[src/pkg/cmb_pkg.sv]
// Purpose: constants and types for the message buffer block
// Assumes: classic Wishbone, 32-bit data, one register per aligned word
// Notes: byte address is four times the word index
//
// Function
// Extended identifier is 29 bits spread over four identifier words.
// Extended identifier bit 28 is most significant and sent first.
// Numerically smaller identifier has higher priority in both formats.
// Extended word 2 holds identifier bits 14..7 in bits 7..0.
// Extended word 3 holds identifier bits 6..0 in 7..1, remote flag bit 0.
// Transmit remote flag clear sends data frame, set sends remote frame.
// Receive buffer stores remote flag exactly as received.
// Standard identifier is 11 bits, bit 10 most significant and sent first.
// Standard word 0 holds identifier bits 10..3 in bits 7..0.
// Standard word 1: id 2..0 in 7..5, remote bit 4, format bit 3.
// Transmit format flag clear sends 11-bit, set sends 29-bit identifier.
// Receive format flag is set according to the received frame.
// Each buffer has eight byte-wide payload registers.
// Length code governs how many payload bytes are sent or received.
// Payload bytes beyond the count are ignored on send, unspecified on receive.
// Extended word 0 holds id 28..21; word 1 id 20..18, substitute, format, 17..15.
// Software writes substitute bit as 1 for transmit; received value is stored.
// Length code 0000..1000 maps linearly to 0..8 bytes for data frames.
// Remote frame sends the length code as programmed but zero payload bytes.

package cmb_pkg;

   // ----------------------------------------------------------------------
   // Word indices
   // ----------------------------------------------------------------------
   localparam logic [5:0] TX_BASE_IDX = 6'h00;
   localparam logic [5:0] RX_BASE_IDX = 6'h10;
   localparam logic [5:0] CTRL_IDX = 6'h20;
   localparam logic [5:0] STAT_IDX = 6'h21;

   // ----------------------------------------------------------------------
   // Buffer layout
   // ----------------------------------------------------------------------
   localparam int BUF_BYTES = 13;
   localparam logic [3:0] ID0_POS = 4'h0;
   localparam logic [3:0] ID1_POS = 4'h1;
   localparam logic [3:0] ID2_POS = 4'h2;
   localparam logic [3:0] ID3_POS = 4'h3;
   localparam logic [3:0] DATA0_POS = 4'h4;
   localparam logic [3:0] LEN_POS = 4'hC;
   localparam logic [3:0] LAST_POS = 4'hC;
   localparam int SRR_BIT = 4;
   localparam int IDE_BIT = 3;
   localparam int RTR_EXT_BIT = 0;
   localparam int RTR_STD_BIT = 4;
   localparam logic [3:0] MAX_COUNT = 4'h8;

   // ----------------------------------------------------------------------
   // Control and status bits
   // ----------------------------------------------------------------------
   localparam int CTRL_SEND_BIT = 0;
   localparam int CTRL_ABORT_BIT = 1;
   localparam int STAT_TX_PEND_BIT = 0;
   localparam int STAT_RX_FULL_BIT = 1;
   localparam int STAT_RX_OVR_BIT = 2;
   localparam int STAT_TX_BUSY_BIT = 3;

   // ----------------------------------------------------------------------
   // Arbitration field lengths
   // ----------------------------------------------------------------------
   localparam logic [5:0] ARB_LEN_EXT = 6'h20;
   localparam logic [5:0] ARB_LEN_STD = 6'h0D;

   typedef enum logic [2:0] {
      CMB_TX_IDLE = 3'h1,
      CMB_TX_PEND = 3'h2,
      CMB_TX_BUSY = 3'h4
   } cmb_tx_state_type;

endpackage

[src/logic/cmb_message_buffer.sv]
// Purpose: one transmit and one receive message buffer behind Wishbone
// Assumes: protocol engine on the same clock, one-cycle pulses
// Notes: single clock, synchronous reset

`timescale 1ns/1ps

module cmb_message_buffer (
   // Clock and reset
   input wire logic clk_i,
   input wire logic rst_i,
   // Wishbone slave
   input wire logic cyc_i,
   input wire logic stb_i,
   input wire logic we_i,
   input wire logic [7:0] adr_i,
   input wire logic [3:0] sel_i,
   input wire logic [31:0] dat_i,
   output logic [31:0] dat_o,
   output logic ack_o,
   // Transmit side towards the protocol engine
   output logic tx_valid_o,
   input wire logic tx_take_i,
   input wire logic tx_done_i,
   output logic [28:0] tx_ident_o,
   output logic tx_ext_o,
   output logic tx_remote_o,
   output logic tx_srr_o,
   output logic [3:0] tx_len_code_o,
   output logic [3:0] tx_byte_count_o,
   output logic [63:0] tx_data_o,
   // Arbitration helpers
   output logic [28:0] tx_arb_key_o,
   input wire logic [28:0] contender_key_i,
   output logic tx_outranks_o,
   input wire logic arb_shift_i,
   output logic arb_bit_o,
   output logic [5:0] arb_bits_left_o,
   // Receive side from the protocol engine
   output logic rx_ready_o,
   input wire logic rx_store_i,
   input wire logic [28:0] rx_ident_i,
   input wire logic rx_ext_i,
   input wire logic rx_remote_i,
   input wire logic rx_srr_i,
   input wire logic [3:0] rx_len_code_i,
   input wire logic [63:0] rx_data_i
);

   // ----------------------------------------------------------------------
   // State
   // ----------------------------------------------------------------------
   typedef struct packed {
      logic [12:0][7:0] tx_buf;
      logic [12:0][7:0] rx_buf;
      cmb_pkg::cmb_tx_state_type tx_state;
      logic rx_full;
      logic rx_overrun;
      logic [31:0] arb_shift;
      logic [5:0] arb_left;
      logic ack;
      logic [31:0] rdata;
   } cmb_state_type;

   cmb_state_type state;
   cmb_state_type next_state;

   // ----------------------------------------------------------------------
   // Transmit buffer decode
   // ----------------------------------------------------------------------
   logic [7:0] tx_w0;
   logic [7:0] tx_w1;
   logic [7:0] tx_w2;
   logic [7:0] tx_w3;
   logic tx_ext;
   logic tx_remote;
   logic [28:0] tx_ident;
   logic [28:0] tx_key;
   logic [3:0] tx_code;
   logic [3:0] tx_count;
   logic [3:0] rx_count;
   logic [31:0] arb_load;
   logic [5:0] arb_len;

   assign tx_w0 = state.tx_buf[cmb_pkg::ID0_POS];
   assign tx_w1 = state.tx_buf[cmb_pkg::ID1_POS];
   assign tx_w2 = state.tx_buf[cmb_pkg::ID2_POS];
   assign tx_w3 = state.tx_buf[cmb_pkg::ID3_POS];
   assign tx_ext = tx_w1[cmb_pkg::IDE_BIT];
   assign tx_remote = tx_ext ? tx_w3[cmb_pkg::RTR_EXT_BIT]
                             : tx_w1[cmb_pkg::RTR_STD_BIT];
   // Extended: 8+3+3+8+7 bits, standard: 8+3 bits right aligned
   assign tx_ident = tx_ext ? {tx_w0, tx_w1[7:5], tx_w1[2:0], tx_w2, tx_w3[7:1]}
                            : {18'h00000, tx_w0, tx_w1[7:5]};
   // Left aligned so that both formats compare on the bits sent first
   assign tx_key = tx_ext ? tx_ident : {tx_ident[10:0], 18'h00000};
   assign tx_code = state.tx_buf[cmb_pkg::LEN_POS][3:0];

   // Codes above eight still mean eight bytes
   assign tx_count = tx_remote ? 4'h0
                   : ((tx_code > cmb_pkg::MAX_COUNT) ? cmb_pkg::MAX_COUNT : tx_code);
   assign rx_count = rx_remote_i ? 4'h0
                   : ((rx_len_code_i > cmb_pkg::MAX_COUNT) ? cmb_pkg::MAX_COUNT : rx_len_code_i);

   // Arbitration field: extended id, substitute, format, rest and remote bit; standard id, remote, format
   assign arb_load = tx_ext ? {tx_ident[28:18], tx_w1[cmb_pkg::SRR_BIT], 1'b1,
                               tx_ident[17:0], tx_remote}
                            : {tx_ident[10:0], tx_remote, 1'b0, 19'h00000};
   assign arb_len = tx_ext ? cmb_pkg::ARB_LEN_EXT : cmb_pkg::ARB_LEN_STD;

   // ----------------------------------------------------------------------
   // Per byte payload gating
   // ----------------------------------------------------------------------
   logic [63:0] tx_payload;
   logic [7:0] rx_keep;

   genvar gi;
   generate
      for (gi = 0; gi < 8; gi = gi + 1) begin : g_byte
         // Bytes past the count never leave the block
         assign tx_payload[gi*8 +: 8] = (4'(gi) < tx_count)
                                     ? state.tx_buf[4 + gi] : 8'h00;
         assign rx_keep[gi] = (4'(gi) < rx_count);
      end
   endgenerate

   // ----------------------------------------------------------------------
   // Bus decode
   // ----------------------------------------------------------------------
   logic [5:0] idx;
   logic [3:0] off;
   logic in_tx;
   logic in_rx;
   logic bus_req;
   logic bus_wr;

   assign idx = adr_i[7:2];
   assign off = idx[3:0];
   assign in_tx = (idx[5:4] == cmb_pkg::TX_BASE_IDX[5:4]) && (off <= cmb_pkg::LAST_POS);
   assign in_rx = (idx[5:4] == cmb_pkg::RX_BASE_IDX[5:4]) && (off <= cmb_pkg::LAST_POS);
   assign bus_req = cyc_i && stb_i && !state.ack;
   assign bus_wr = bus_req && we_i && sel_i[0];

   // ----------------------------------------------------------------------
   // Next state
   // ----------------------------------------------------------------------
   always_comb begin
      next_state = state;
      next_state.ack = bus_req;

      // Read data
      next_state.rdata = 32'h00000000;
      if (bus_req && !we_i) begin
         if (in_tx) begin
            next_state.rdata = {24'h000000, state.tx_buf[off]};
         end else if (in_rx) begin
            next_state.rdata = {24'h000000, state.rx_buf[off]};
         end else if (idx == cmb_pkg::STAT_IDX) begin
            next_state.rdata[cmb_pkg::STAT_TX_PEND_BIT] = (state.tx_state == cmb_pkg::CMB_TX_PEND);
            next_state.rdata[cmb_pkg::STAT_RX_FULL_BIT] = state.rx_full;
            next_state.rdata[cmb_pkg::STAT_RX_OVR_BIT] = state.rx_overrun;
            next_state.rdata[cmb_pkg::STAT_TX_BUSY_BIT] = (state.tx_state == cmb_pkg::CMB_TX_BUSY);
         end
      end

      // Software writes; transmit buffer locked while queued or sending
      if (bus_wr) begin
         if (in_tx && state.tx_state == cmb_pkg::CMB_TX_IDLE) begin
            // Substitute bit is stored as written; software must write one
            next_state.tx_buf[off] = dat_i[7:0];
            if (off == cmb_pkg::LEN_POS) begin
               next_state.tx_buf[off] = {4'h0, dat_i[3:0]};
            end
         end else if (idx == cmb_pkg::CTRL_IDX) begin
            if (dat_i[cmb_pkg::CTRL_SEND_BIT] && state.tx_state == cmb_pkg::CMB_TX_IDLE) begin
               next_state.tx_state = cmb_pkg::CMB_TX_PEND;
            end else if (dat_i[cmb_pkg::CTRL_ABORT_BIT]
                         && state.tx_state == cmb_pkg::CMB_TX_PEND) begin
               next_state.tx_state = cmb_pkg::CMB_TX_IDLE;
            end
         end else if (idx == cmb_pkg::STAT_IDX) begin
            if (dat_i[cmb_pkg::STAT_RX_FULL_BIT]) begin
               next_state.rx_full = 1'b0;
            end
            if (dat_i[cmb_pkg::STAT_RX_OVR_BIT]) begin
               next_state.rx_overrun = 1'b0;
            end
         end
      end

      // Transmit hand-off to the engine
      unique case (state.tx_state)
         cmb_pkg::CMB_TX_IDLE: begin
         end
         cmb_pkg::CMB_TX_PEND: begin
            if (tx_take_i) begin
               next_state.tx_state = cmb_pkg::CMB_TX_BUSY;
               next_state.arb_shift = arb_load;
               next_state.arb_left = arb_len;
            end
         end
         cmb_pkg::CMB_TX_BUSY: begin
            if (tx_done_i) begin
               next_state.tx_state = cmb_pkg::CMB_TX_IDLE;
            end
         end
         default: begin
            next_state.tx_state = cmb_pkg::CMB_TX_IDLE;
         end
      endcase

      // Most significant identifier bit goes out first
      if (arb_shift_i && state.arb_left != 6'h00) begin
         next_state.arb_shift = {state.arb_shift[30:0], 1'b0};
         next_state.arb_left = state.arb_left - 6'h01;
      end

      // Receive store; placed after the clear so that a new frame wins
      if (rx_store_i) begin
         // Full as seen after the clear above, so a clear frees the buffer at once
         if (next_state.rx_full) begin
            next_state.rx_overrun = 1'b1;
         end else begin
            next_state.rx_full = 1'b1;
            if (rx_ext_i) begin
               next_state.rx_buf[cmb_pkg::ID0_POS] = rx_ident_i[28:21];
               next_state.rx_buf[cmb_pkg::ID1_POS] = {rx_ident_i[20:18], rx_srr_i, 1'b1,
                                                      rx_ident_i[17:15]};
               next_state.rx_buf[cmb_pkg::ID2_POS] = rx_ident_i[14:7];
               next_state.rx_buf[cmb_pkg::ID3_POS] = {rx_ident_i[6:0], rx_remote_i};
            end else begin
               next_state.rx_buf[cmb_pkg::ID0_POS] = rx_ident_i[10:3];
               next_state.rx_buf[cmb_pkg::ID1_POS] = {rx_ident_i[2:0], rx_remote_i, 1'b0,
                                                      3'h0};
            end
            next_state.rx_buf[cmb_pkg::LEN_POS] = {4'h0, rx_len_code_i};
            for (int i = 0; i < 8; i++) begin
               if (rx_keep[i]) begin
                  next_state.rx_buf[4 + i] = rx_data_i[i*8 +: 8];
               end
            end
         end
      end
   end

   // ----------------------------------------------------------------------
   // Registers
   // ----------------------------------------------------------------------
   always_ff @(posedge clk_i) begin
      if (rst_i) begin
         state <= '0;
         state.tx_state <= cmb_pkg::CMB_TX_IDLE;
      end else begin
         state <= next_state;
      end
   end

   // ----------------------------------------------------------------------
   // Outputs
   // ----------------------------------------------------------------------
   assign dat_o = state.rdata;
   assign ack_o = state.ack;
   assign tx_valid_o = (state.tx_state == cmb_pkg::CMB_TX_PEND);
   assign tx_ident_o = tx_ident;
   assign tx_ext_o = tx_ext;
   assign tx_remote_o = tx_remote;
   assign tx_srr_o = tx_w1[cmb_pkg::SRR_BIT];
   assign tx_len_code_o = tx_code;
   assign tx_byte_count_o = tx_count;
   assign tx_data_o = tx_payload;
   assign tx_arb_key_o = tx_key;
   assign tx_outranks_o = (tx_key < contender_key_i);
   assign arb_bit_o = state.arb_shift[31];
   assign arb_bits_left_o = state.arb_left;
   assign rx_ready_o = !state.rx_full;

endmodule

[config.mk]
export PLATFORM = sky130hd
export DESIGN_NAME = cmb_message_buffer
export DESIGN_NICKNAME = d
export VERILOG_FILES = /design/src/pkg/cmb_pkg.sv /design/src/logic/cmb_message_buffer.sv
export SDC_FILE = /design/constraint.sdc
export NUM_CORES = 1
export LEC_CHECK = 0
export BUFFER_PORTS_ARGS = -buffer_cell sky130_fd_sc_hd__clkbuf_2
export CAP_MARGIN = 15
export CORE_ASPECT_RATIO = 0.6
export CORE_MARGIN = 3
export CORE_UTILIZATION = 40
export DETAILED_ROUTE_END_ITERATION = 10
export PLACE_DENSITY = 0.65
export SYNTH_ARGS = -nofsm -noshare
export SYNTH_HDL_FRONTEND = slang
export SYNTH_SLANG_ARGS = --single-unit
export TNS_END_PERCENT = 100
[constraint.sdc]
create_clock -name clk_i -period 4.05 [get_ports clk_i]
set_clock_uncertainty 0.05 [all_clocks]
set_input_delay 1.215 -clock clk_i [delete_from_list [all_inputs] [get_ports clk_i]]
set_output_delay 1.215 -clock clk_i [all_outputs]
set_load 0.01 [all_outputs]
; ---- Word-level counts from Yosys, hierarchy flattened
; Index checks and enable logic that the tools add are counted.
[op_classes]
n_reduce_logical = 35
magnitude_cmp = 22
muxes = 48
n_eq_ne = 7
addsub = 1
n_bitwise = 2
[op_table]
columns = cell, n
row1 = $bwmux 104, 2
row2 = $mux 38, 3
row3 = $mux 104, 1
row4 = $mux 8, 12
row5 = $bmux 8 s4, 2
row6 = $mux 29, 2
row7 = $demux 8 s4, 1
row8 = $lt 3x4->1 const A, 8
row9 = $mux 32, 1
row10 = $lt 29x29->1, 1
row11 = $mux 4, 7
row12 = $reduce_and 3->1, 9
row13 = $lt 1x4->1 const A, 4
row14 = $lt 2x4->1 const A, 4
row15 = $mux 16, 1
row16 = $mux 3, 5
row17 = $eq 6x6->1 const B, 2
row18 = $logic_and 1x1->1, 12
row19 = $mux 5, 2
row20 = $pmux 3 s3, 1
row21 = $gt 4x4->1 const B, 2
row22 = $reduce_and 2->1, 4
row23 = $mux 2, 3
row24 = $mux 6, 1
row25 = other kinds (17), 25
[totals]
elab_cells = 150
ff_bits = 280
output_inout_bits = 176
inputBits = 182

; ---- Longest topological paths before layout
; Gate-level depths: netlist (run 1).
[depth]
depth_word = 9
mapped_depth = 10
ltp_nobuf = 7

; ---- Least setup slack after synthesis (run 1)
; Ideal clock, no wire load.
[synth_timing]
path_kind = input -> output
startpoint = in contender_key_i[26]
endpoint = out tx_outranks_o
path_stages = 7
arrival_time_ns = 2.368
path_slack_ns = 0.417
n_path_buf = 0
cell_sequence = inv_1 > ha_1 > a21o_1 > a21o_1 > a221oi_1 > o21ai_0 > a21oi_1
[synth_between]
elab_chain_len = 1
[synth_lines]
columns = element, line
row1 = "start, declared", cmb_message_buffer.sv:33  ; input wire logic [28:0] contender_key_i,
row2 = $lt 29x29->1, cmb_message_buffer.sv:271  ; assign tx_outranks_o = (tx_key < contender_key_i);
row3 = "end, declared", cmb_message_buffer.sv:34  ; output logic tx_outranks_o,
; Every way passes these cells.

==> results.md, run 1 <==
Run status:
- The run finished with clean final reports.

Timing:
- Dividing the final minimum period by the clock period gives 0.9754.
- The worst-case hold slack is about 0.41 ns.
- The highest achievable clock rate is ~250 MHz.
- The setup TNS is 0 ns.
- Setup violations remaining at the end of the flow were counted as 0.
- Setup repair after global routing left no endpoint under its margin.
- The final worst setup slack is 0.09979 ns.
- At the pin with the least slew margin, the transition time is around 0.95 ns.
- The worst path needs just under 4 ns of the cycle, external delays included.
- The final number of max-transition violations is 0.
- The number of failing hold endpoints at the final stage is 0.
- Headroom to the max-slew limit came out at 0.3646.

Setup path:
- The worst setup path is captured at a primary output.
- The number of buffer and inverter instances along the worst setup path is 3.
- The reg-to-reg critical path endpoint is arb_bits_left_o[0].
- The cell class contributing the biggest share of worst-path delay is compound AO/OA/AOI/OAI gates.
- The reg-to-reg setup timing slack is ~1.2 ns.
- The critical path goes through buf_12, and2_1, ha_1, a21oi_1, o21ai_0, a21oi_1, o31ai_2, buf_4, a21oi_1, clkbuf_2.
- The most numerous cell type found on the critical path is sky130_fd_sc_hd__a21oi_1.
- The worst-path cell with the longest stage delay is sky130_fd_sc_hd__dfxtp_4.
- The type of origin of the critical path is a flip-flop.
- The arrival time reported for the critical path endpoint is 2.69 ns.
- In this design, the stage delay of the slowest critical-path cell is between 0.3 and 0.4 ns.
- The worst register-to-register path begins at state[74].
- The largest driver fanout on the critical path is 17.
- The total number of cells along the worst setup path is 10.
- The type of the worst setup path is flip-flop to primary output.
- The worst register-to-register path has a depth of 5.
- The required time at the endpoint of the critical path is around 2.8 ns.

Synthesis:
- Synthesis inferred about 260 register bits.
- The synthesized design contains 0 enable-type register cells.
- The sequential fraction of the synthesis area is 0.3670.
- In the synthesized netlist the dominant register cell turns out to be sky130_fd_sc_hd__dfxtp_1.
- In this run the cell area of the synthesized design comes to between 10000 and 15000 um2.
- The number of different library cells in the post-synthesis netlist is between 60 and 70.
- Counting instances in the post-synthesis netlist gives the leading cell types as sky130_fd_sc_hd__dfxtp_1, sky130_fd_sc_hd__nor2_1, sky130_fd_sc_hd__mux2i_1.
- The proportion of netlist area held by the largest area contributor is 0.3670.
- The total of warnings raised by yosys is 0.
- The cell with the most instances after synthesis is sky130_fd_sc_hd__dfxtp_1.
- The number of cells produced by synthesis is between 1500 and 2000.
- The cell accounting for the most synthesized area is sky130_fd_sc_hd__dfxtp_1.
- Sorting the synthesized cells by area gives the leading types as sky130_fd_sc_hd__dfxtp_1, sky130_fd_sc_hd__mux2i_1, sky130_fd_sc_hd__mux4_2.
- After synthesis, the mean cell area works out to between 8 and 9 um2.
- The share of synthesized registers carrying an async set or reset is 0.

Run:
- Across the run, the number of max-cap violations was 0.

Global routing:
- The total global routing track utilization is 0.2401.
- The first-pass GRT wire length is 68.71 mm.
- The sum of overflow across all layers after global routing is 0.
- The initial antenna violation count is 3.
- The largest net degree at the start of global routing is 96.
- The number of global-route vias before repair is 11640.

Drt:
- The total routed wirelength is 46.56 mm.
- The number of antenna-violating nets in the routed design is 0.
- The first routing iteration left around 1100 violations.
- For this run, design rule violations remaining after detail routing come to 0.
- The detailed-route wire length per cell is roughly 21 um.
- The iteration count of the initial detailed-routing pass is 7.
- In the routed layout, each cell is associated on average with a via count of roughly 5.4.
- The final route contains approximately 12000 vias.

Clock network:
- The number of sinks on the clock net is approximately 260.
- Clock latency on the worst-skew pair, taken at its later pin, is around 0.55 ns.
- In this run the clock root is driven by a sky130_fd_sc_hd__clkbuf_16.
- The level count of the clock H-tree is 1.
- The number of clock buffers added by TritonCTS is 26.
- TritonCTS built the clock tree.
- After clock tree synthesis, the flow added hold-fix buffers numbering 0.
- The clock transition at the registers of the reported paths is about 0.07 ns.
- The longest clock path from root to sink contains 3 buffers.

Place:
- Routability-driven placement finished with a final weighted congestion of ~0.87.
- The number of buffers added on ports is a little over 300.
- OpenSTA, run right after detailed placement, puts the worst setup slack at between 0.04 and 0.05 ns.
- Detailed placement ended at an HPWL of ~34 mm.

Die:
- The number of ports placed on the die boundary is about 360.
- The core region is between 30000 and 40000 um2.
- The die width is 247.2 um.
- The starting density of the core is 0.4104.
- The number of placement rows is between 50 and 60.
- The die is approximately 150 um tall.
- The area of the die is 37260 um2.

Final layout:
- The number of nets in the layout is around 2000.
- The storage element area is around 5100 um2.
- The multi-input combinational cells in the finished layout cover a total of 7674 um2.
- Measured on the finished design, the core utilization comes to 0.4824.
- The filler cells instantiated in the layout total between 3000 and 4000.
- The share of post-route cells with drive strength above 1 is 0.2827.
- The synthesis-to-layout area growth is 17.54%.

Power and ir drop:
- The overall power is around 6.3 mW.
- For this design the static power due to leakage is roughly 6.8 nW.
- The worst IR drop on VDD is 0.3153 mV.
- In this run the power density over the cells is 384.4 nW/um2.

Hold path:
- In this run the most critical hold path is launched from state[97].
- The type of the most critical hold path is flip-flop to flip-flop.
- The endpoint of the worst hold-timing path is state[97].
- The instance count along the most critical hold path is 2.
==> how the worst max path moves through the flow <==
stage	startpoint	to	slack (ns)
3_5_place_dp	contender_key_i[12]	tx_outranks_o	0.04
3_3_place_gp	contender_key_i[12]	tx_outranks_o	0.08
5_1_grt	flip-flop	tx_outranks_o	0.007
2_1_floorplan	contender_key_i[26]	tx_outranks_o	0.42
4_1_cts	flip-flop	tx_outranks_o	0.06
6_report	flip-flop	tx_outranks_o	0.1
==> repair_timing <==
item | in CTS | in global routing
pin swaps | 1 | 3
endpoints found under the setup margin | 1 | 1
gates resized for setup | 6 | 9
setup buffers | 0 | 1
cloned | 0 | 1
==> per-stage QoR <==
| step | instances | cell area, um2 |
|---|---|---|
| floorplan | 1587 | 14050 |
| finish | 2243 | 16410 |
| CTS | 2240 | 16350 |
| global route | 2243 | 16410 |
| global placement | 2193 | 15410 |
| detailed placement | 2193 | 15410 |
==> report_power, final <==
group,internal [mW],switching (mW)
Combinational,0.360,0.547
Clock,1.58,1.06
Sequential,2.67,0.0946
Total,4.61,1.70
==> cells by family (layout without fill, tap and decap cells) <==
logic type	count (synthesis)	in the layout	share of synthesized area
AOI/OAI and AO/OA	216	216	0.1024
muxes	197	197	0.1831
buffers and inverters	244	440	0.09427
adders and majority gates	30	30	0.02688
other	1	25	0.0002686
and+or+nand+nor	620	620	0.2261
DFF	256	256	0.3670
==> cell type report <==
cell class,count,area share
repair buffers,354,0.1195
multi-input cells,1087,0.4675
clock buffers,36,0.04688
clock inverters,11,0.009605
well taps,459,0.03499
flip-flops and latches,256,0.3125
diodes,1,0.0001525
inverters,39,0.008919
==> cells in the final DEF, fill, tap and decap left out, types with 10 or more instances in the layout <==
cell and count:
sky130_fd_sc_hd__o21ai_0 56, sky130_fd_sc_hd__clkbuf_2 301, sky130_fd_sc_hd__buf_4 47, sky130_fd_sc_hd__nor4_2 10, sky130_fd_sc_hd__ha_1 29, sky130_fd_sc_hd__a211oi_1 15
sky130_fd_sc_hd__clkbuf_16 28, sky130_fd_sc_hd__mux2_2 17, sky130_fd_sc_hd__a21oi_1 59, sky130_fd_sc_hd__nand2b_1 63, sky130_fd_sc_hd__nand2_1 132, sky130_fd_sc_hd__inv_1 39
sky130_fd_sc_hd__mux4_2 45, sky130_fd_sc_hd__conb_1 24, sky130_fd_sc_hd__dfxtp_1 255, sky130_fd_sc_hd__and2_1 96, sky130_fd_sc_hd__nor3_1 17, sky130_fd_sc_hd__a311oi_1 32
sky130_fd_sc_hd__nor2_1 195, sky130_fd_sc_hd__mux2i_1 135, sky130_fd_sc_hd__nand3_1 55
==> tightest hold or removal path, cell delays in order, from the launching register on <==
cell and delay, ns:
sky130_fd_sc_hd__dfxtp_1 0.31, sky130_fd_sc_hd__nand2_1 0.05, sky130_fd_sc_hd__a21oi_1 0.05
==> layer usage <==
metal | vias to the layer above | GRT usage | wire length, um
li1 | 5720 | - | -
met1 | 5915 | 0.3620 | 21810
met2 | 460 | 0.3458 | 19810
met3 | 67 | 0.05340 | 3845
met4 | 4 | 0.05653 | 1072
met5 | - | 0 | 21
Power figures use the tool's default switching activity.
==> run 2, diff against run 1 <==
--- a/config.mk
+++ b/config.mk
@@ -9,9 +9,9 @@
 export CAP_MARGIN = 15
 export CORE_ASPECT_RATIO = 0.6
 export CORE_MARGIN = 3
-export CORE_UTILIZATION = 40
+export CORE_UTILIZATION = 30
 export DETAILED_ROUTE_END_ITERATION = 10
-export PLACE_DENSITY = 0.65
+export PLACE_DENSITY = 0.52
 export SYNTH_ARGS = -nofsm -noshare
 export SYNTH_HDL_FRONTEND = slang
 export SYNTH_SLANG_ARGS = --single-unit
==> run 2 against run 1 <==
Against the previous run:
- utilization decreased by 12 points
- critical path type is now input port to primary output
- combinational power increased by 0.6%
- wire length increased by 5.8%
- via count decreased by 2.3%
- non-clock buffer count increased by 2
- highest routed layer unchanged
==> results.md, run 2 (same netlist as run 1, synthesis figures left out) <==
Clock network:
- At the later pin of the worst-skew pair, clock insertion delay measures roughly 0.56 ns.
- The level count of the clock H-tree is 1.
- Post-CTS timing repair inserted 0 buffers for setup.
- The clock transition at the registers of the reported paths is roughly 0.060 ns.
- The tree built by TritonCTS fans out to approximately 260 sinks.
- The number of hold buffers added after cts is 0.
- The tree is rooted in a sky130_fd_sc_hd__clkbuf_16.
- TritonCTS built the clock tree.
- The TritonCTS buffer count is 27.
- The maximum count of clock buffers along a single path is 3.

Power and ir drop:
- After layout, the design draws a total of roughly 6.1 mW.
- The standby leakage power is between 6 and 7 nW.
- The worst IR drop on VDD is about 0.45 mV.
- The total power divided by cell area is around 370 nW/um2.

Final layout:
- 0 antenna diodes ended up in the layout.
- The core occupancy in the finished layout is 0.3636.
- After routing the design area is 16520 um2.
- The area growth from synthesis to layout is 18.28%.
- The number of fillers in the final layout is 4721.
- The storage element area is 5129 um2.
- The share of post-route cells with drive strength above 1 is 0.2786.
- The area used by multi-input combinational logic is between 7000 and 8000 um2.
- The library cell used most frequently in the layout, excluding fill and tap cells, is sky130_fd_sc_hd__clkbuf_2.
- The library cells used most frequently in the layout, excluding fill and tap cells, are sky130_fd_sc_hd__clkbuf_2, sky130_fd_sc_hd__dfxtp_1, sky130_fd_sc_hd__nor2_1.
- The net count of the finished layout is 1979.

Setup path:
- The required time at the endpoint of the critical path is between 2 and 3 ns.
- STA puts the critical path data arrival time at 2.68 ns.
- The worst setup path is of the input port to primary output kind.
- The worst register-to-register path begins at state[74].
- Walking the worst path, the cells encountered are clkbuf_2, inv_1, ha_1, a21oi_1, o21ai_0, a221oi_2, o21ai_0, a21oi_1, clkbuf_2.
- The sort of element at the end of the critical path is a primary output.
- Counting buffers and inverters, the worst setup path is 9 cells deep.
- The type of origin of the critical path is an input port.
- Broken down by cell family, the worst path's largest delay share belongs to compound AO/OA/AOI/OAI gates.
- The largest single stage delay on the critical path is roughly 0.33 ns.
- Measured in cells, the most critical reg-to-reg path has a length of 5.
- For flop-to-flop paths, the worst setup slack is approximately 1.4 ns.
- The reg-to-reg critical path endpoint is arb_bits_left_o[3].
- The number of buffer and inverter instances along the worst setup path is 3.
- The largest driver fanout on the critical path is 2.
- Among all stages on the critical path, the largest delay is contributed by sky130_fd_sc_hd__a221oi_2.

Timing:
- The highest achievable clock rate is about 250 MHz.
- The number of failing hold endpoints at the final stage is 0.
- The actual slew at the worst max-slew pin is 0.9535 ns.
- Of the available clock period, the critical path in the final layout requires 0.9736.
- The final critical-path required period is about 3.9 ns.
- The final number of max-transition violations is 0.
- The worst slew slack as a fraction of its limit is 0.3628.
- The setup violation total in the final timing report is 0.
- The final worst setup slack is around 0.11 ns.

Drt:
- The total via count after detailed routing is between 10000 and 15000.
- For this block, the initial DRC count from the detailed router was 853.
- For this block, the routed nets add up to between 40 and 50 mm of wire.
- Dividing the detail-routed via count by the number of cells gives 4.946.
- The iteration count of the initial detailed-routing pass is 5.
- The number of antenna-violating nets in the routed design is 0.
- The count of unresolved DRC violations after routing is 0.
- Dividing the detail-routed wire length by the instance count gives around 20 um.

Die:
- The die width is about 280 um.
- The die extent in y is between 150 and 200 um.
- The core region is 45420 um2.
- The area of the die is between 40000 and 50000 um2.
- For this configuration, the core starts out at a cell density of 0.3074.
- In this run the count of I/O pins placed on the die edge is 358.
- The number of placement rows is 60.

Global routing:
- Global routing finished with a remaining overflow of 0.
- The first global-routing pass estimated between 70 and 80 mm of wire.
- The total global routing track utilization is 0.1916.
- The number of global-route vias before repair is roughly 11000.
- The initial antenna violation count came to 1.
- The largest net degree at the start of global routing is 101.

Hold path:
- Counting instances, the worst hold path has a depth of 2.
- The path with the worst hold slack has its endpoint at state[168].
- The worst min-delay path startpoint is state[168].
- The type of the most critical hold path is flip-flop to flip-flop.

Place:
- The worst setup timing slack at the placement stage is 0.06970 ns.
- The congestion estimate from routability-driven global placement came to 0.8344.
- The cell area after placement is 15640 um2.
- Port buffering added slightly above 300 buffers.
- The placed wire-length estimate is about 37 mm.

Run status:
- The flow ran to the end, and the final reports show no timing, DRC or antenna violations.

Run:
- The tool flagged a number of max-cap violations equal to 0.
==> run 2: changes by cell type in the layout (fill, tap and decap cells not counted), moves of 2 or more <==
cell,delta
sky130_fd_sc_hd__and2_1,+4
sky130_fd_sc_hd__and2_2,-3
sky130_fd_sc_hd__buf_4,+2
sky130_fd_sc_hd__bufinv_16,-3
sky130_fd_sc_hd__clkbuf_1,+4
sky130_fd_sc_hd__clkinv_2,-3
sky130_fd_sc_hd__inv_6,+2
==> run 2: how the worst max path moves through the flow <==
| stage | from | end | slack [ns] |
|---|---|---|---|
| after floorplan | contender_key_i[26] | tx_outranks_o | 0.42 |
| after global placement | contender_key_i[22] | tx_outranks_o | 0.05 |
| after detailed placement | contender_key_i[26] | tx_outranks_o | 0.07 |
| after CTS | contender_key_i[26] | tx_outranks_o | 0.06 |
| after global routing | flip-flop | tx_outranks_o | -0.005 |
| final | contender_key_i[22] | tx_outranks_o | 0.11 |
==> run 2: where the power goes <==
group	switching, mW	internal [mW]	leakage [nW]
Sequential	0.0905	2.67	2.08
Combinational	0.550	0.363	4.29
Clock	1.07	1.38	0.412
Total	1.71	4.41	6.78
==> run 2: per-layer routing <==
layer | vias to the layer above | GRT usage | wire, um
met1 | 5797 | 0.2898 | 24880
met4 | 2 | 0.03382 | 860
met2 | 306 | 0.2780 | 20590
li1 | 5727 | - | -
met5 | - | 0 | 13
met3 | 57 | 0.04374 | 2911
==> run 2: final cells by class <==
type / instances / share of cell area
Clock buffer: 39 / 0.04667
Inverter: 39 / 0.008864
Timing Repair Buffer: 356 / 0.1190
Sequential cell: 256 / 0.3105
Multi-Input combinational cell: 1087 / 0.4637
Tap cell: 620 / 0.04697
Clock inverter: 7 / 0.004242
==> run 2: timing repair <==
| item | 4_1_cts | 5_1_grt |
|---|---|---|
| pin swaps | 0 | 1 |
| hold endpoints to repair | 0 | 0 |
| setup endpoints to repair | 1 | 1 |
| resized for setup | 2 | 9 |
==> run 2: stage by stage <==
step	std cells	setup TNS, ns	hold WS (ns)
after floorplan	1587	0	0.3709
after global placement	2358	0	0.3912
after detailed placement	2358	0	0.3960
after CTS	2404	0	0.4058
after global routing	2404	-0.004928	0.4167
final	2404	0	0.4075
==> run 2: tightest hold or removal path: stages (launching register included) <==
cell and delay, ns:
sky130_fd_sc_hd__dfxtp_1 0.31, sky130_fd_sc_hd__nand2_1 0.05, sky130_fd_sc_hd__a21oi_1 0.05
==> run 3, diff against run 2 <==
--- a/config.mk
+++ b/config.mk
@@ -8,7 +8,7 @@
 export BUFFER_PORTS_ARGS = -buffer_cell sky130_fd_sc_hd__clkbuf_2
 export CAP_MARGIN = 15
 export CORE_ASPECT_RATIO = 0.6
-export CORE_MARGIN = 3
+export CORE_MARGIN = 5
 export CORE_UTILIZATION = 30
 export DETAILED_ROUTE_END_ITERATION = 10
 export PLACE_DENSITY = 0.52
==> run 3 against run 2 <==
Against the previous run:
- global-route usage fell by 0.47 points
- fmax rose by 0.94%
- utilization shrank 0.29 points
- design area increased by 0.86%
- combinational power shrank 0.5%
- non-clock buffer count up 6
- flip-flop and latch count did not move
- register-to-register slack improved by 0.34 ns
- setup slack gained 0.037 ns
- via count is 0.75% higher
- critical path depth is the same
- sequential power barely moved
- largest cell class unchanged
==> results.md, run 3 (same netlist as run 1, synthesis figures left out) <==
Drt:
- The detailed router finished its first iteration with between 700 and 800 violations.
- Wires add up to ~50 mm.
- After detailed routing, the number of remaining DRC violations is 0.
- The number of antenna-violating nets in the routed design is 0.
- The total via count after detailed routing is around 12000.
- The iteration count of the initial detailed-routing pass is 5.
- Dividing the detail-routed via count by the number of cells gives just under 5.
- The detailed-route wire length per cell is between 20 and 25 um.

Global routing:
- The sum of overflow across all layers after global routing is 0.
- The initial antenna violation count is 1.
- The first global-routing pass estimated about 73 mm of wire.
- The number of global-route vias before repair came to roughly 12000.
- The total global routing track utilization is 0.1870.
- Entering global routing, the biggest net connects 80 pins.

Timing:
- The final number of max-transition violations is 0.
- The worst slew slack as a fraction of its limit is 0.4486.
- The actual slew at the worst max-slew pin is 0.8251 ns.
- The setup violation total in the final timing report is 0.
- Setup repair after global routing left no endpoint under its margin.
- The setup TNS is 0 ns.
- The number of failing hold endpoints at the final stage is 0.
- Counting I/O delays and the setup requirement, the final critical path takes about 4 ns.
- The share of the clock period used by the worst path after layout is 0.9645.
- The highest achievable clock rate is ~260 MHz.

Setup path:
- The arrival time reported for the critical path endpoint is 2.64 ns.
- STA puts the critical path data required time at around 2.8 ns.
- The start point of the critical path is contender_key_i[24].
- The largest driver fanout on the critical path is 2.
- The number of buffer and inverter instances along the worst setup path is 3.
- The biggest cell delay along the critical path is approximately 0.33 ns.
- In this run the critical register-to-register path is launched from state[74].
- Among all stages on the critical path, the largest delay is contributed by sky130_fd_sc_hd__a221oi_2.
- STA classifies the critical path startpoint as an input port.
- The cell class contributing the biggest share of worst-path delay is compound AO/OA/AOI/OAI gates.
- The sort of element at the end of the critical path is a primary output.
- Traced cell by cell, the critical path runs through clkbuf_2, inv_1, ha_1, a21oi_1, o21ai_0, a221oi_2, o21ai_1, a21oi_1, clkbuf_2.
- The critical path is of the input port to primary output type.

Final layout:
- The final cell count without fillers is approximately 2400.
- The library cells used most frequently in the layout, excluding fill and tap cells, are sky130_fd_sc_hd__clkbuf_2, sky130_fd_sc_hd__dfxtp_1, sky130_fd_sc_hd__nor2_1.
- The number of antenna diodes in the final layout is 0.
- Of the cells placed in the final design, the portion with a size suffix greater than 1 is 0.2841.
- The number of nets in the layout is between 1500 and 2000.
- The area growth from synthesis to layout is 19.30%.
- Leaving out fill and tap cells, the most frequent cell in the layout is sky130_fd_sc_hd__clkbuf_2.

Clock network:
- The clock transition at the registers of the reported paths is around 0.060 ns.
- The buffers inserted during post-CTS setup optimization is 0.
- The CTS root buffer is sky130_fd_sc_hd__clkbuf_16.
- The number of sinks on the clock net is about 260.
- The clock reaches the later pin of the worst-skew pair after about 0.56 ns.
- TritonCTS built the clock tree.
- The maximum count of clock buffers along a single path is 3.
- The number of clock buffers added by TritonCTS is 28.
- In this run, post-CTS hold repair placed 0 buffers.
- In this run the number of H-tree levels came out at 1.

Die:
- Measured along the x axis, the die boundary spans between 200 and 300 um.
- The number of ports placed on the die boundary is between 300 and 400.
- The die is roughly 180 um tall.
- The core region is between 40000 and 50000 um2.
- The floorplan has 61 rows.
- The die covers just over 50000 um2.
- The starting density of the core is 0.3024.

Place:
- In this run, placement finished with an instance count of about 2400.
- The number of buffers added on ports is 304.
- Routability-driven placement finished with a final weighted congestion of between 0.8 and 0.9.
- Once detailed placement completed, the half-perimeter wirelength came to approximately 38 mm.

Run status:
- The run finished with clean final reports.

Power and ir drop:
- The total power divided by cell area is roughly 380 nW/um2.
- Across the VDD grid, the largest voltage drop is approximately 0.34 mV.
- The standby leakage power is a little under 7 nW.

Hold path:
- The worst min-delay path startpoint is state[283].
- The worst hold path belongs to the class flip-flop to flip-flop.

Run:
- The number of max-capacitance violations reported is 0.
## run 3: worst paths after layout
path | slack [ns] | endpoint | depth (start not counted)
worst max register to register | 1.73 | state[39] | 7
worst min-delay path | 0.40 | state[283] | 1
worst min register to register | 0.40 | state[283] | 1
worst max-delay path | 0.14 | tx_outranks_o | 9
## run 3: final cells by class
type / count / area [um2]
clock buffer: 35 / 777.0
clock inverter: 16 / 175.2
fill: 4738 / 29520
inverter: 39 / 146.4
multi-input combinational: 1087 / 7652
sequential: 256 / 5129
tap: 630 / 788.3
timing repair buffer: 362 / 1991
## run 3: power by group
part | leakage [nW] | total, mW | internal [mW] | switching (mW)
Clock | 0.473 | 2.68 | 1.55 | 1.13
Sequential | 2.08 | 2.76 | 2.67 | 0.0932
Combinational | 4.31 | 0.908 | 0.360 | 0.548
Total | 6.86 | 6.35 | 4.58 | 1.77
## run 3: timing repair
item / 4_1_cts / 5_1_grt
resized for setup: 1 / 6
endpoints found under the hold margin: 0 / 0
endpoints found under the setup margin: 19 / 17
## run 3: per-layer routing
layer | part of all wire | vias to the layer above | track usage | wire (um)
li1 | - | 5733 | - | -
met1 | 0.49 | 5859 | 0.2805 | 24620
met2 | 0.43 | 319 | 0.2772 | 21300
met3 | 0.063 | 65 | 0.04118 | 3131
met4 | 0.018 | 2 | 0.03293 | 904
met5 | 0.00026 | - | 0 | 13
## run 3: per-stage QoR
stage / setup WS (ns) / hold WS (ns) / area, um2 / util / total power, mW
CTS: 0.01386 / 0.4027 / 16640 / 0.3604 / 6.434
global placement: 0.01457 / 0.3909 / 15690 / 0.3397 / 3.703
finish: 0.1437 / 0.4011 / 16660 / 0.3608 / 6.350
global route: 0.002383 / 0.4105 / 16660 / 0.3608 / 6.660
floorplan: 0.4166 / 0.3709 / 14050 / - / 3.469
detailed placement: 0.06352 / 0.3890 / 15690 / 0.3397 / 3.724
## run 3: worst register-to-register path, cell delays in order (launching register included)
cell                      delay (ns)
sky130_fd_sc_hd__dfxtp_1        0.48
sky130_fd_sc_hd__nor3b_1        0.23
sky130_fd_sc_hd__buf_4          0.20
sky130_fd_sc_hd__nand2_1        0.50
sky130_fd_sc_hd__buf_4          0.42
sky130_fd_sc_hd__nor2_1         0.15
sky130_fd_sc_hd__a21oi_1        0.06
sky130_fd_sc_hd__nor3_1         0.15
